--- src/verilog/qfbx_pkg.sv ---
// package of constants for the queue flag bus expansion control block
// assumes a single 250 MHz system clock standing in for the write clock
package qfbx_pkg;
    localparam int ADDR_W      = 8;
    localparam int DEV_W       = 3;
    localparam int QUEUE_W     = 5;
    localparam int QUAD_W      = 2;
    localparam int FLAG_W      = 8;
    localparam int NUM_QUEUES  = 32;
    localparam int NUM_QUADS   = 4;
    localparam logic [QUAD_W-1:0] QUAD_FIRST = 2'h0;
    localparam logic [QUAD_W-1:0] QUAD_LAST  = 2'h3;
    localparam logic [DEV_W-1:0]  DEV_CODE_RST = 3'h0;
    localparam logic [FLAG_W-1:0] FLAG_IDLE    = 8'hff;
    // width codes: 0 = x36, 1 = x18, 2 = x9
    localparam logic [1:0] WIDTH_X36 = 2'h0;
    localparam logic [1:0] WIDTH_X18 = 2'h1;
    localparam logic [1:0] WIDTH_X9  = 2'h2;
    localparam int PIN_SYNC_STAGES = 3;
    typedef enum logic [1:0] {
        QFBX_POLL_IDLE,
        QFBX_POLL_RUN
    } qfbx_poll_t;
endpackage

--- src/verilog/qfbx_pin_sync.sv ---
// pin synchroniser: three flops, change accepted when stages two and three agree
// assumes async pins arriving into the clk_sys domain
`timescale 1ns/100ps
`default_nettype none
module qfbx_pin_sync #(
    parameter int WIDTH = 1
) (
    input  wire logic             clk_sys,
    input  wire logic             rstn,
    input  wire logic [WIDTH-1:0] pinIn,
    output logic      [WIDTH-1:0] pinOut
);
    import qfbx_pkg::*;
    logic [WIDTH-1:0] s1_r, s2_r, s3_r, out_r;
    logic [WIDTH-1:0] out_nxt;
    always_comb begin
        out_nxt = out_r;
        for (int i = 0; i < WIDTH; i++) begin
            if (s2_r[i] == s3_r[i]) begin
                out_nxt[i] = s3_r[i];
            end
        end
    end
    always_ff @(posedge clk_sys) begin
        if (!rstn) begin
            s1_r  <= '0;
            s2_r  <= '0;
            s3_r  <= '0;
            out_r <= '0;
        end else begin
            s1_r  <= pinIn;
            s2_r  <= s1_r;
            s3_r  <= s2_r;
            out_r <= out_nxt;
        end
    end
    assign pinOut = out_r;
endmodule
`default_nettype wire

--- src/verilog/qfbx_ctrl.sv ---
// flag bus, token chain, device decode and output ownership control
// assumes write/read host logic on clk_sys and chained peers on pins
// Summary of operation
// - direct mode: strobe high loads addressed quadrant onto almost-full flag bus
// - polled mode: each edge loads next quadrant, first to fourth, then releases the bus and waits for the token
// - sync output high while own first quadrant is on the bus
// - token output pulses when the last quadrant is placed on the bus
// - token received: load first quadrant on the following edge
// - address buses are 8 bits: 3 device bits, 5 queue bits
// - act on a selection only when top address bits match device code
// - device code captured at master reset; host keeps inputs stable
// - width selects and bus matching give x9/x18/x36, one port x36
// - master select sampled at reset: high master, low slave
// - after reset master owns shared outputs, slaves release them
// - master reset is a low pulse; programming needed before operation
// - master: output enable low drives data bus, high releases it
// - slave: data bus released until selected on the read port
// - flag mode sampled at reset: high polled, low direct
`timescale 1ns/100ps
`default_nettype none
module qfbx_ctrl
    import qfbx_pkg::*;
(
    input  wire logic                          clk_sys,
    input  wire logic                          rstn,
    input  wire logic                          masterResetN,
    input  wire logic                          serialProgrammingDone,
    input  wire logic                          flagModeSelect,
    input  wire logic                          masterSelect,
    input  wire logic [qfbx_pkg::DEV_W-1:0]    deviceSelectCode,
    input  wire logic                          inputWidthSelect,
    input  wire logic                          outputWidthSelect,
    input  wire logic                          busMatchingSelect,
    input  wire logic                          almostFullBusStrobe,
    input  wire logic [qfbx_pkg::ADDR_W-1:0]   writeQueueAddress,
    input  wire logic                          writeAddrEnable,
    input  wire logic [qfbx_pkg::ADDR_W-1:0]   readQueueAddress,
    input  wire logic                          readAddrEnable,
    input  wire logic [qfbx_pkg::NUM_QUEUES-1:0] queueAlmostFullN,
    input  wire logic                          almostFullTokenIn,
    input  wire logic                          outputEnableN,
    output logic      [qfbx_pkg::FLAG_W-1:0]   almostFullFlagBus,
    output logic                               almostFullFlagBusOeN,
    output logic                               almostFullBusSync,
    output logic                               almostFullTokenOut,
    output logic                               dataOutOeN,
    output logic                               sharedOutOeN,
    output logic                               isMaster,
    output logic                               polledMode,
    output logic                               programmed,
    output logic      [1:0]                    inputWidth,
    output logic      [1:0]                    outputWidth,
    output logic                               writeSelMatch,
    output logic      [qfbx_pkg::QUEUE_W-1:0]  writeQueueSel,
    output logic                               readSelMatch,
    output logic      [qfbx_pkg::QUEUE_W-1:0]  readQueueSel
);

    // ************************************************
    // pin synchronisers
    // ************************************************
    // output enable is async by nature; three flops plus the output flop cost 4 cycles of latency
    logic [2:0] pinSync;
    qfbx_pin_sync #(.WIDTH(3)) uPinSync (
        .clk_sys (clk_sys),
        .rstn    (rstn),
        .pinIn   ({masterResetN, almostFullTokenIn, outputEnableN}),
        .pinOut  (pinSync)
    );
    logic mrsN, tokenIn, oeN;
    assign mrsN    = pinSync[2];
    assign tokenIn = pinSync[1];
    assign oeN     = pinSync[0];

    // ************************************************
    // master reset capture of straps
    // ************************************************
    logic             mrsN_r, mrsN_nxt;
    logic             polled_r, polled_nxt;
    logic             master_r, master_nxt;
    logic [DEV_W-1:0] devCode_r, devCode_nxt;
    logic [1:0]       inW_r, inW_nxt, outW_r, outW_nxt;
    logic             prog_r, prog_nxt;
    logic             progRise;
    assign progRise = prog_nxt && !prog_r;

    always_comb begin
        mrsN_nxt    = mrsN;
        polled_nxt  = polled_r;
        master_nxt  = master_r;
        devCode_nxt = devCode_r;
        inW_nxt     = inW_r;
        outW_nxt    = outW_r;
        prog_nxt    = prog_r;
        if (!mrsN) begin
            polled_nxt  = flagModeSelect;
            master_nxt  = masterSelect;
            devCode_nxt = deviceSelectCode;
            prog_nxt    = 1'b0;
            // with bus matching set, the width selects pick which port narrows; the other stays x36
            inW_nxt  = WIDTH_X36;
            outW_nxt = WIDTH_X36;
            if (busMatchingSelect) begin
                if (inputWidthSelect && !outputWidthSelect) begin
                    inW_nxt = WIDTH_X18;
                end else if (inputWidthSelect && outputWidthSelect) begin
                    inW_nxt = WIDTH_X9;
                end else if (!inputWidthSelect && outputWidthSelect) begin
                    outW_nxt = WIDTH_X18;
                end else begin
                    outW_nxt = WIDTH_X9;
                end
            end
        end else if (mrsN_r && !serialProgrammingDone) begin
            prog_nxt = 1'b1;
        end
    end

    always_ff @(posedge clk_sys) begin
        if (!rstn) begin
            mrsN_r    <= 1'b0;
            polled_r  <= 1'b0;
            master_r  <= 1'b0;
            devCode_r <= DEV_CODE_RST;
            inW_r     <= WIDTH_X36;
            outW_r    <= WIDTH_X36;
            prog_r    <= 1'b0;
        end else begin
            mrsN_r    <= mrsN_nxt;
            polled_r  <= polled_nxt;
            master_r  <= master_nxt;
            devCode_r <= devCode_nxt;
            inW_r     <= inW_nxt;
            outW_r    <= outW_nxt;
            prog_r    <= prog_nxt;
        end
    end

    // ************************************************
    // queue selection decode
    // ************************************************
    logic               wrMatch_r, wrMatch_nxt, rdMatch_r, rdMatch_nxt;
    logic [QUEUE_W-1:0] wrQ_r, wrQ_nxt, rdQ_r, rdQ_nxt;
    logic               rdOwned_r, rdOwned_nxt;

    always_comb begin
        wrMatch_nxt = wrMatch_r;
        wrQ_nxt     = wrQ_r;
        rdMatch_nxt = rdMatch_r;
        rdQ_nxt     = rdQ_r;
        rdOwned_nxt = rdOwned_r;
        if (writeAddrEnable && prog_r) begin
            wrMatch_nxt = writeQueueAddress[ADDR_W-1 -: DEV_W] == devCode_r;
            if (wrMatch_nxt) begin
                wrQ_nxt = writeQueueAddress[QUEUE_W-1:0];
            end
        end
        if (readAddrEnable && prog_r) begin
            rdMatch_nxt = readQueueAddress[ADDR_W-1 -: DEV_W] == devCode_r;
            rdOwned_nxt = rdMatch_nxt;
            if (rdMatch_nxt) begin
                rdQ_nxt = readQueueAddress[QUEUE_W-1:0];
            end
        end
        if (!mrsN) begin
            wrMatch_nxt = 1'b0;
            rdMatch_nxt = 1'b0;
            rdOwned_nxt = 1'b0;
        end
    end

    always_ff @(posedge clk_sys) begin
        if (!rstn) begin
            wrMatch_r <= 1'b0;
            wrQ_r     <= '0;
            rdMatch_r <= 1'b0;
            rdQ_r     <= '0;
            rdOwned_r <= 1'b0;
        end else begin
            wrMatch_r <= wrMatch_nxt;
            wrQ_r     <= wrQ_nxt;
            rdMatch_r <= rdMatch_nxt;
            rdQ_r     <= rdQ_nxt;
            rdOwned_r <= rdOwned_nxt;
        end
    end

    // ************************************************
    // almost-full flag bus: direct and polled
    // ************************************************
    qfbx_poll_t         poll_r, poll_nxt;
    logic [QUAD_W-1:0]  quad_r, quad_nxt;
    logic               busOwn_r, busOwn_nxt;
    logic               sync_r, sync_nxt, tok_r, tok_nxt;
    logic [FLAG_W-1:0]  flags_r, flags_nxt;
    logic               tokenEdge, tokenIn_r;
    assign tokenEdge = tokenIn && !tokenIn_r;

    always_comb begin
        poll_nxt   = poll_r;
        quad_nxt   = quad_r;
        busOwn_nxt = busOwn_r;
        sync_nxt   = 1'b0;
        tok_nxt    = 1'b0;
        flags_nxt  = flags_r;
        if (!polled_r) begin
            // direct: no device match means another device owns the bus
            if (almostFullBusStrobe && prog_r) begin
                busOwn_nxt = writeQueueAddress[ADDR_W-1 -: DEV_W] == devCode_r;
                quad_nxt   = writeQueueAddress[QUEUE_W-1 -: QUAD_W];
            end
            flags_nxt = queueAlmostFullN[quad_r*FLAG_W +: FLAG_W];
        end else begin
            unique case (poll_r)
                QFBX_POLL_IDLE: begin
                    busOwn_nxt = 1'b0;
                    // master starts the ring once programmed; others wait for the token
                    if ((prog_r && tokenEdge) || (master_r && progRise)) begin
                        poll_nxt   = QFBX_POLL_RUN;
                        quad_nxt   = QUAD_FIRST;
                        busOwn_nxt = 1'b1;
                        sync_nxt   = 1'b1;
                        flags_nxt  = queueAlmostFullN[0 +: FLAG_W];
                    end
                end
                QFBX_POLL_RUN: begin
                    if (quad_r == QUAD_LAST) begin
                        poll_nxt   = QFBX_POLL_IDLE;
                        busOwn_nxt = 1'b0;
                        flags_nxt  = FLAG_IDLE;
                    end else begin
                        quad_nxt  = quad_r + 2'h1;
                        tok_nxt   = quad_nxt == QUAD_LAST;
                        flags_nxt = queueAlmostFullN[quad_nxt*FLAG_W +: FLAG_W];
                    end
                end
            endcase
        end
        if (!mrsN) begin
            poll_nxt   = QFBX_POLL_IDLE;
            busOwn_nxt = 1'b0;
            flags_nxt  = FLAG_IDLE;
        end
    end

    always_ff @(posedge clk_sys) begin
        if (!rstn) begin
            poll_r    <= QFBX_POLL_IDLE;
            quad_r    <= QUAD_FIRST;
            busOwn_r  <= 1'b0;
            sync_r    <= 1'b0;
            tok_r     <= 1'b0;
            flags_r   <= FLAG_IDLE;
            tokenIn_r <= 1'b0;
        end else begin
            poll_r    <= poll_nxt;
            quad_r    <= quad_nxt;
            busOwn_r  <= busOwn_nxt;
            sync_r    <= sync_nxt;
            tok_r     <= tok_nxt;
            flags_r   <= flags_nxt;
            tokenIn_r <= tokenIn;
        end
    end

    // ************************************************
    // outputs and ownership (enables active low)
    // ************************************************
    assign almostFullFlagBus    = flags_r;
    assign almostFullFlagBusOeN = !(busOwn_r || (master_r && !polled_r && !prog_r));
    assign almostFullBusSync    = sync_r;
    assign almostFullTokenOut   = tok_r;
    assign sharedOutOeN         = !(master_r && mrsN_r);
    assign dataOutOeN           = !((master_r || rdOwned_r) && !oeN);
    assign isMaster             = master_r;
    assign polledMode           = polled_r;
    assign programmed           = prog_r;
    assign inputWidth           = inW_r;
    assign outputWidth          = outW_r;
    assign writeSelMatch        = wrMatch_r;
    assign writeQueueSel        = wrQ_r;
    assign readSelMatch         = rdMatch_r;
    assign readQueueSel         = rdQ_r;

    // ************************************************
    // assertions
    // ************************************************
    AST_POLL_ORDER: assert property (@(posedge clk_sys) disable iff (!rstn)
        (polled_r && poll_r == QFBX_POLL_RUN && quad_r != QUAD_LAST)
        |=> quad_r == $past(quad_r) + 2'h1)
        else $error("polled quadrant did not advance by one");
    AST_SYNC_Q1: assert property (@(posedge clk_sys) disable iff (!rstn)
        almostFullBusSync |-> (quad_r == QUAD_FIRST && busOwn_r))
        else $error("sync high outside own first quadrant");
    AST_TOKEN_LAST: assert property (@(posedge clk_sys) disable iff (!rstn)
        almostFullTokenOut |-> (quad_r == QUAD_LAST && poll_r == QFBX_POLL_RUN))
        else $error("token pulsed away from last quadrant");
    AST_TOKEN_PULSE: assert property (@(posedge clk_sys) disable iff (!rstn)
        almostFullTokenOut |=> !almostFullTokenOut)
        else $error("token wider than one cycle");
    AST_SYNC_SPACING: assert property (@(posedge clk_sys) disable iff (!rstn)
        almostFullBusSync |=> !almostFullBusSync [*3])
        else $error("sync repeated within four quadrants");
    AST_DIRECT_SEL: assert property (@(posedge clk_sys) disable iff (!rstn)
        (!polled_r && prog_r && mrsN && almostFullBusStrobe)
        |=> busOwn_r == ($past(writeQueueAddress[ADDR_W-1 -: DEV_W]) == devCode_r)
        ##1 flags_r == queueAlmostFullN[$past(quad_r)*FLAG_W +: FLAG_W])
        else $error("direct quadrant not placed on flag bus");
    AST_WR_MATCH: assert property (@(posedge clk_sys) disable iff (!rstn)
        (writeAddrEnable && prog_r && mrsN)
        |=> wrMatch_r == ($past(writeQueueAddress[ADDR_W-1 -: DEV_W]) == devCode_r))
        else $error("write device match wrong");
    AST_TOKEN_START: assert property (@(posedge clk_sys) disable iff (!rstn)
        (polled_r && poll_r == QFBX_POLL_IDLE && prog_r && tokenEdge && mrsN)
        |=> almostFullBusSync && !almostFullFlagBusOeN)
        else $error("token did not start first quadrant");
    AST_SLAVE_DATA: assert property (@(posedge clk_sys) disable iff (!rstn)
        (!master_r && !rdOwned_r) |-> dataOutOeN)
        else $error("unselected slave drives data bus");
    AST_MASTER_DATA: assert property (@(posedge clk_sys) disable iff (!rstn)
        master_r |-> dataOutOeN == oeN)
        else $error("master data enable does not follow output enable");

    COV_POLL_RING: cover property (@(posedge clk_sys) disable iff (!rstn)
        almostFullBusSync ##3 almostFullTokenOut);
    COV_DIRECT: cover property (@(posedge clk_sys) disable iff (!rstn)
        !polled_r && almostFullBusStrobe && prog_r);
    COV_SLAVE_READ: cover property (@(posedge clk_sys) disable iff (!rstn)
        !master_r && !dataOutOeN);

endmodule
`default_nettype wire

--- config.mk ---
export PLATFORM = sky130hd
export DESIGN_NAME = qfbx_ctrl
export DESIGN_NICKNAME = d
export VERILOG_FILES = /design/src/verilog/qfbx_pkg.sv /design/src/verilog/qfbx_pin_sync.sv /design/src/verilog/qfbx_ctrl.sv
export SDC_FILE = /design/constraint.sdc
export NUM_CORES = 1
export LEC_CHECK = 0
export ABC_AREA = 1
export ABC_CLOCK_PERIOD_IN_PS = 2500
export BUFFER_PORTS_ARGS = -buffer_cell sky130_fd_sc_hd__buf_4
export CAP_MARGIN = 5
export CORE_MARGIN = 3
export CORE_UTILIZATION = 40
export DETAILED_ROUTE_END_ITERATION = 8
export GPL_ROUTABILITY_DRIVEN = 0
export GPL_TIMING_DRIVEN = 0
export PLACE_DENSITY = 0.72
export SKIP_LAST_GASP = 1
export SYNTH_ARGS = -nofsm -noshare
export SYNTH_HDL_FRONTEND = slang
export SYNTH_SLANG_ARGS = --single-unit
export TNS_END_PERCENT = 20
--- constraint.sdc ---
create_clock -name clk_sys -period 2.5 [get_ports clk_sys]
set_clock_uncertainty 0.15 [all_clocks]
set_input_delay 0.25 -clock clk_sys [delete_from_list [all_inputs] [get_ports clk_sys]]
set_output_delay 0.25 -clock clk_sys [all_outputs]
set_load 0.01 [all_outputs]
==> results of run 1 <==
## metrics by stage
step	cell area, µm²	power (mW)	hold WS (ns)	util	worst slack [ns]
after global placement	3630	1.14	0.243	0.553	0.266
after detailed placement	3630	1.14	0.250	0.553	0.218
after global routing	3850	1.82	0.00508	0.586	0.0395
after floorplan	2800	1.01	0.198	-	0.610
after CTS	3850	1.74	0.00193	0.586	0.199
final	3850	1.73	0.0124	0.586	0.173
## power by group
group	internal [mW]	leakage, nW	switching, mW
registers	0.810	0.407	0.0116
clock network	0.305	0.0563	0.280
logic	0.149	1.85	0.170
## layer usage
metal | global-route usage | wire length (µm) | vias to the layer above
met1 | 0.246 | 3320 | 1373
met3 | 0.0456 | 592 | 10
met5 | 0 | 0 | -
li1 | - | - | 1640
met2 | 0.340 | 4010 | 95
met4 | 0.0541 | 104 | 0
## how the worst max path moves through the flow
stage	cells after the start	to	slack, ns
detailed placement	9	almostFullFlagBus[3]$_SDFFE_PN1P_	0.22
global placement	9	almostFullFlagBus[3]$_SDFFE_PN1P_	0.27
finish	9	almostFullFlagBus[3]$_SDFFE_PN1P_	0.17
floorplan	9	almostFullFlagBus[6]$_SDFFE_PN1P_	0.61
CTS	9	almostFullFlagBus[3]$_SDFFE_PN1P_	0.20
global route	9	almostFullFlagBus[5]$_SDFFE_PN1P_	0.04
## cells in the mapped netlist (all sizes together)
library cell / number / area share
xnor2: 1 / 0.0031
inv: 87 / 0.12
xor2: 3 / 0.0094
clkbuf: 4 / 0.0054
nand2: 176 / 0.24
buf: 13 / 0.024
o31ai: 2 / 0.0054
nand3b: 1 / 0.0027
nand3: 36 / 0.066
a21oi: 11 / 0.020
o21ai: 15 / 0.027
o21bai: 4 / 0.011
a22o: 1 / 0.0031
o211ai: 7 / 0.019
nor2: 55 / 0.076
or2: 1 / 0.0022
dfxtp: 50 / 0.36
a32o: 2 / 0.0071
ha: 2 / 0.0089
## area by class of cell
type	instances	area, µm²	area share
well taps	93	116	0.0302
clock buffers	5	68.8	0.0179
plain buffers	17	82.6	0.0215
repair buffers	105	813	0.211
clock inverters	3	48.8	0.0127
inverters	87	327	0.0849
multi-input cells	317	1390	0.361
flip-flops and latches	50	1000	0.260
## sequential cells by signal, summed over array words and instances (netlist names)
register / flops
rdOwned_r: 1
uPinSync.s2_r: 3
writeSelMatch: 1
inputWidth: 2
almostFullTokenOut: 1
almostFullFlagBus: 8
outputWidth: 2
polledMode: 1
isMaster: 1
busOwn_r: 1
uPinSync.s1_r: 3
mrsN_r: 1
devCode_r: 3
uPinSync.s3_r: 3
readQueueSel: 5
uPinSync.pinOut: 3
poll_r: 1
writeQueueSel: 5
almostFullBusSync: 1
quad_r: 2
tokenIn_r: 1
programmed: 1
## cells by family after synthesis
group | synth area share
buffers and inverters | 0.146
adders and majority gates | 0.00894
and+or+nand+nor | 0.383
DFF | 0.357
xor gates and xnor gates | 0.0125
AOI/OAI and AO/OA | 0.0916
## worst register-to-register path: cells and delay by family (launching register included)
| family | cells | cell delay (ns) |
|---|---|---|
| adders and majority gates | 1 | 0.40 |
| and+or+nand+nor | 4 | 0.34 |
| AOI/OAI and AO/OA | 1 | 0.11 |
| DFF | 1 | 0.44 |
| buffers and inverters | 3 | 0.79 |
## timing repair
| item | CTS | global route |
|---|---|---|
| endpoints found under the hold margin | 10 | 0 |
| hold buffers | 10 | 0 |
| buffers inserted | 0 | 0 |
==> out/results.tsv, run 1 <==
metric	value	unit
status	completed	
CP Class	flip-flop to flip-flop	
placed cell count	659	
Hold Path Sink	writeQueueSel[2]$_SDFFE_PN0P_	
setup repair after global routing missed its margin	no	
register area share after synthesis	0.357	
Die Wd	89.7	µm
drt via density	4.61	
Vias	3118	
yosys warns	0	
Cell Pwr Density	449	nW/µm²
Register-to-Register Path Depth	9	
slowest cell delay on critical path	0.44	ns
Antenna Violating Nets Remaining	0	
CTS clk-pin slew, worst paths	0.10	ns
critical path buffer and inverter count	3	
commonest non-fill, non-tap cell in the layout	nand2_1	
Crit Reg-Reg Startpoint	quad_r[0]$_SDFFE_PN0P_	
layout cells sized above 1	0.209	
final wirelength	8030	µm
FMAX	430	MHz
max-cap violations	0	
Syn Nets	538	
TritonCTS Buffers	5	
Syn Area/Cell	5.95	µm²
# DRC	0	
Fillers	638	
post-synthesis register bit count	50	
# setup viols final	0	
CP Capture Type	flip-flop	
Final Hold Vio Count	0	
clk root buf	clkbuf_8	
CP max FO	10	
starting DRC count in detailed routing	143	
Slew Limit Headroom	0.630	
clk buf depth	2	
core area	6570	µm²
remaining global-route overflow	0	
Max Slew Vio Count	0	
diodes inserted	0	
Crit path max-delay family	buffers and inverters	
Worst Hold Class	input port to flip-flop	
Pre-Repair DR Iteration Count	4	
Hold Crit Depth	3	
WP data required	2.55	ns
Final period util	0.931	
vias in the first global route	2762	
Layout area overhead	37.4	%
Site Rows	29	
CP startpoint kind	flip-flop	
post-route insts no fill	677	
crit path DAT	2.38	ns
gr usage total	0.197	
Slowest-stage cell, CP	dfxtp_1	
mapped cell area	2800	µm²
Critical path origin	quad_r[0]$_SDFFE_PN0P_	
post-cts sizing count	0	
CTS Sinks	50	
routed length per instance	11.9	µm
post-synth cell types	24	
crit-path cells	inv_2 -> buf_2 -> ha_1 -> clkbuf_1 -> nand2_1 -> o211ai_1 -> nand3_1 -> nand2_1 -> nand2_1	
largest net degree at the start of global routing	18	
Hold Path Origin	writeQueueAddress[2]	
I/O Pins	97	
CTS tree	done	
nets	650	
worst skew pair latency	0.31	ns
global-route wire length before repair	12500	µm
worst vdd ir	0.428	mV
sum of negative setup slack	0	ns
most frequent cells in the layout	nand2_1 (176), buf_4 (96), inv_1 (85), nor2_1 (52), dfxtp_1 (50)	
cell count after synthesis	471	
Port Buffers	95	
initial antenna violation count	0	
Initial Util	0.426	
Reg2Reg Setup Slack	0.17	ns
capturing point of the worst reg2reg path	almostFullFlagBus[3]$_SDFFE_PN1P_	
Max H-tree Level	2	
hpwl dp	6100	µm
Die Ht	89.7	µm
total die area	8040	µm²
fin crit period	2.33	ns
Slew @ Worst Pin	0.556	ns
CP dominant cell by count	nand2_1	
Pleak	2.31	nW
No activity file was read; power rests on OpenSTA's default activity.
==> run 2: changes to the inputs <==
- ABC_CLOCK_PERIOD_IN_PS: 2500 -> 2800
- GPL_TIMING_DRIVEN: 0 -> default
- clock period: 2.5 -> 2.8 ns (I/O delays scaled with it)
==> out/results.tsv, run 2 (synthesized netlist as in run 1, its figures left out) <==
metric	value	unit
starting DRC count in detailed routing	220	
Cell Pwr Density	410	nW/µm²
layout cells sized above 1	0.201	
most frequent cells in the layout	nand2_1 (176), buf_4 (99), inv_1 (85), nor2_1 (52), dfxtp_1 (50)	
Antenna Violating Nets Remaining	0	
worst vdd ir	0.290	mV
nets	629	
total die area	8040	µm²
max-cap violations	0	
CP startpoint kind	flip-flop	
# setup viols final	0	
worst skew pair latency	0.31	ns
Slew Limit Headroom	0.515	
Largest register FFs	8	
CP Class	flip-flop to flip-flop	
Hold Crit Depth	3	
WP data required	2.90	ns
CP Capture Type	flip-flop	
status	completed	
Site Rows	29	
Worst Hold Class	input port to flip-flop	
TritonCTS Buffers	5	
Pre-Repair DR Iteration Count	5	
CTS tree	done	
vias in the first global route	2614	
CP max FO	24	
Layout area overhead	32.5	%
global-route wire length before repair	12300	µm
Final period util	0.836	
Port Buffers	96	
clk root buf	clkbuf_8	
gr usage total	0.195	
Max H-tree Level	2	
drt via density	4.54	
I/O Pins	97	
largest net degree at the start of global routing	27	
FMAX	427	MHz
diodes inserted	0	
Initial Util	0.426	
CP dominant cell by count	nand2_1	
Slowest-stage cell, CP	ha_1	
Slew @ Worst Pin	0.725	ns
clk buf depth	2	
CTS clk-pin slew, worst paths	0.09	ns
critical path buffer and inverter count	2	
initial antenna violation count	0	
remaining global-route overflow	0	
Die Wd	89.7	µm
# DRC	0	
commonest non-fill, non-tap cell in the layout	nand2_1	
routed length per instance	12.0	µm
crit path DAT	2.44	ns
sum of negative setup slack	0	ns
Crit path max-delay family	adder cells	
core area	6570	µm²
Die Ht	89.7	µm
Register-to-Register Path Depth	10	
slowest cell delay on critical path	0.81	ns
hpwl dp	5810	µm
Pleak	2.24	nW
Crit path depth	10	
Max Slew Vio Count	0	
setup repair after global routing missed its margin	no	
fin util	0.565	
CTS Sinks	50	
fin crit period	2.34	ns
crit-path cells	inv_2 -> ha_1 -> inv_1 -> nand2_1 -> nand2_1 -> nor2_1 -> nor2_1 -> nand3_1 -> nand2_1 -> nand2_1	
final wirelength	7900	µm
Final Hold Vio Count	0	
Vias	2981	
[run 2: cell count changes in the layout (fill, tap and decap cells not counted), moves of 3 or more]
cell	before	now
dlygate4sd3_1	10	2
buf_4	96	99
buf_2	12	0
clkbuf_1	4	0
[run 2: metal layers]
layer,vias to the layer above,GRT usage,share of wire,wire [µm]
met5,-,0,0,0
met4,0,0.0622,0.016,123
met3,11,0.0484,0.064,505
met2,101,0.313,0.48,3770
met1,1273,0.256,0.44,3510
li1,1596,-,-,-
[run 2: stage by stage]
stage	hold WS [ns]	area (µm²)	total power, mW	std cells	setup slack (ns)
after floorplan	0.228	2800	0.898	471	0.910
after global placement	0.243	3580	1.01	646	0.563
after detailed placement	0.251	3580	1.01	646	0.520
after CTS	0.00837	3710	1.53	656	0.488
after global routing	0.0175	3710	1.59	656	0.222
final	0.00920	3710	1.52	656	0.460
[run 2: worst register-to-register path, delay by kind of cell (launching register included)]
family / cells / cell delay (ns)
and+or+nand+nor: 7 / 0.55
DFF: 1 / 0.35
buffers and inverters: 2 / 0.45
adders and majority gates: 1 / 0.81
[run 2: path summary, 6_finish.rpt]
| path | startpoint | to | slack, ns |
|---|---|---|---|
| setup / recovery | quad_r[0]$_SDFFE_PN0P_ | almostFullFlagBus[1]$_SDFFE_PN1P_ | 0.46 |
| hold / removal | masterResetN | uPinSync.s1_r[2]$_SDFF_PN0_ | 0.009 |
| setup reg to reg | quad_r[0]$_SDFFE_PN0P_ | almostFullFlagBus[1]$_SDFFE_PN1P_ | 0.46 |
| hold reg to reg | uPinSync.s1_r[2]$_SDFF_PN0_ | uPinSync.s2_r[2]$_SDFF_PN0_ | 0.27 |
[run 2: cell type report]
class | count | area, µm²
timing repair buffer | 101 | 763
multi-input combinational | 317 | 1390
clock inverter | 3 | 43.8
inverter | 87 | 327
sequential | 50 | 1000
tap | 93 | 116
fill | 634 | 2860
clock buffer | 5 | 68.8
[run 2: what timing repair did]
item / 4_1_cts / 5_1_grt
gates resized for setup: 0 / 0
hold endpoints to repair: 2 / 0
hold buffers: 2 / 0
buffers inserted: 0 / 0
[run 2: where the power goes]
part	leakage, nW	switching (mW)	internal, mW	total (mW)
sequential	0.407	0.00785	0.723	0.731
clock	0.0585	0.255	0.268	0.523
combinational	1.78	0.145	0.123	0.268
total	2.24	0.408	1.12	1.52
==> run 3: changes to the inputs <==
- ABC_CLOCK_PERIOD_IN_PS: 2800 -> 2000
- PLACE_DENSITY: 0.72 -> 0.75
- clock period: 2.8 -> 2 ns (I/O delays scaled with it)
==> out/results.tsv, run 3 (synthesized netlist as in run 1, its figures left out) <==
metric	value	unit
global-route wire length before repair	12100	µm
core area	6570	µm²
initial antenna violation count	0	
remaining global-route overflow	0	
fin crit period	1.72	ns
Final period util	0.861	
sequential share of power	0.497	
nets	651	
Max Slew Vio Count	0	
routed length per instance	11.7	µm
FF/Latch Area	1000	µm²
WP data required	2.05	ns
final wirelength	7920	µm
power share of the clock group	0.303	
worst skew pair latency	0.30	ns
layout cells sized above 1	0.200	
starting DRC count in detailed routing	146	
Fillers	607	
critical path buffer and inverter count	2	
most frequent cells in the layout	nand2_1 (176), buf_4 (104), inv_1 (85), nor2_1 (52), dfxtp_1 (50)	
Cell Pwr Density	529	nW/µm²
status	completed	
max-cap violations	0	
multi-input logic area	1390	µm²
Pleak	2.32	nW
Slew Limit Headroom	0.716	
Comb power frac	0.201	
# setup viols final	0	
post-route insts no fill	678	
gr usage total	0.190	
drt via density	4.52	
Int Power	1.50	mW
Worst Hold Class	input port to flip-flop	
Layout area overhead	39.3	%
hpwl dp	5680	µm
sum of negative setup slack	0	ns
slowest cell delay on critical path	0.36	ns
clk root buf	clkbuf_8	
TritonCTS Buffers	5	
Antenna Violating Nets Remaining	0	
CTS tree	done	
placed cell count	651	
total die area	8040	µm²
Reg2Reg Setup Slack	0.28	ns
CTS clk-pin slew, worst paths	0.09	ns
Vias	3065	
Site Rows	29	
Max H-tree Level	2	
CP startpoint kind	flip-flop	
Psw	0.562	mW
crit-path cells	buf_4 -> ha_1 -> nand3_2 -> nand2_1 -> inv_1 -> a21oi_1 -> nor2_1	
Crit path max-delay family	simple AND/OR/NAND/NOR gates	
Port Buffers	96	
Largest register FFs	8	
FMAX	581	MHz
post-route setup slack	0.278	ns
CTS Sinks	50	
Initial Util	0.426	
I/O Pins	97	
Final Hold Vio Count	0	
CP Capture Type	flip-flop	
CP Class	flip-flop to flip-flop	
largest net degree at the start of global routing	27	
Die Wd	89.7	µm
Pre-Repair DR Iteration Count	7	
clk buf depth	2	
Slew @ Worst Pin	0.425	ns
Slowest-stage cell, CP	dfxtp_1	
diodes inserted	0	
# DRC	0	
post-cts sizing count	0	
commonest non-fill, non-tap cell in the layout	nand2_1	
vias in the first global route	2654	
Sw Ratio	0.272	
dpl ws	0.313	ns
crit path DAT	1.78	ns
CP max FO	23	
setup repair after global routing missed its margin	no	
worst vdd ir	0.473	mV
Die Ht	89.7	µm
==> run 3: cell count changes in the layout (fill, tap and decap cells not counted), sizes merged <==
| cell | previous run | this run |
|---|---|---|
| dlygate4sd3 | 2 | 19 |
| bufinv | 1 | 0 |
| clkinv | 1 | 0 |
| buf | 99 | 104 |
| clkbuf | 5 | 7 |
==> run 3: what timing repair did <==
item	4_1_cts	5_1_grt
buffers inserted	0	0
hold buffers	19	0
hold endpoints to repair	19	0
==> run 3: power groups by stage <==
stage	registers [mW]	logic, mW	clock network, mW
detailed placement	1.05	0.378	0
finish	1.03	0.414	0.625
floorplan	1.05	0.208	0
global route	1.03	0.463	0.672
CTS	1.03	0.410	0.645
global placement	1.05	0.371	0
==> run 3: per-layer routing <==
layer / up-vias / routed length (µm) / global-route usage
li1: 1635 / - / -
met1: 1339 / 3580 / 0.258
met2: 80 / 3790 / 0.309
met3: 11 / 426 / 0.0319
met4: 0 / 119 / 0.0595
met5: - / 0 / 0
==> run 3: worst reg2reg max path: cells and delay by family, from the launching register on <==
family / cells / cell delay (ns)
and+or+nand+nor: 3 / 0.39
AOI/OAI and AO/OA: 1 / 0.16
buffers and inverters: 2 / 0.35
DFF: 1 / 0.36
adders and majority gates: 1 / 0.23
==> run 3: through the flow <==
| stage | total power, mW | hold slack [ns] | area, µm² | utilization |
|---|---|---|---|---|
| detailed placement | 1.43 | 0.234 | 3610 | 0.550 |
| global placement | 1.42 | 0.232 | 3610 | 0.550 |
| CTS | 2.08 | 0.00931 | 3900 | 0.594 |
| global route | 2.16 | 0.0481 | 3900 | 0.594 |
| finish | 2.06 | 0.0279 | 3900 | 0.594 |
| floorplan | 1.26 | 0.148 | 2800 | - |
==> run 3: worst paths after layout <==
check	end	depth (start not counted)	from
worst max-delay path	quad_r[1]$_SDFFE_PN0P_	7	quad_r[0]$_SDFFE_PN0P_
worst min-delay path	rdOwned_r$_SDFFE_PN0P_	4	readAddrEnable
worst max register to register	quad_r[1]$_SDFFE_PN0P_	7	quad_r[0]$_SDFFE_PN0P_
worst min register to register	uPinSync.s2_r[0]$_SDFF_PN0_	2	uPinSync.s1_r[0]$_SDFF_PN0_
==> run 3: layout make-up <==
| type | count | share of cell area |
|---|---|---|
| clock buffers | 7 | 0.0221 |
| repair buffers | 123 | 0.249 |
| clock inverters | 1 | 0.00225 |
| well taps | 93 | 0.0298 |
| flip-flops and latches | 50 | 0.257 |
| multi-input cells | 317 | 0.356 |
| inverters | 87 | 0.0837 |
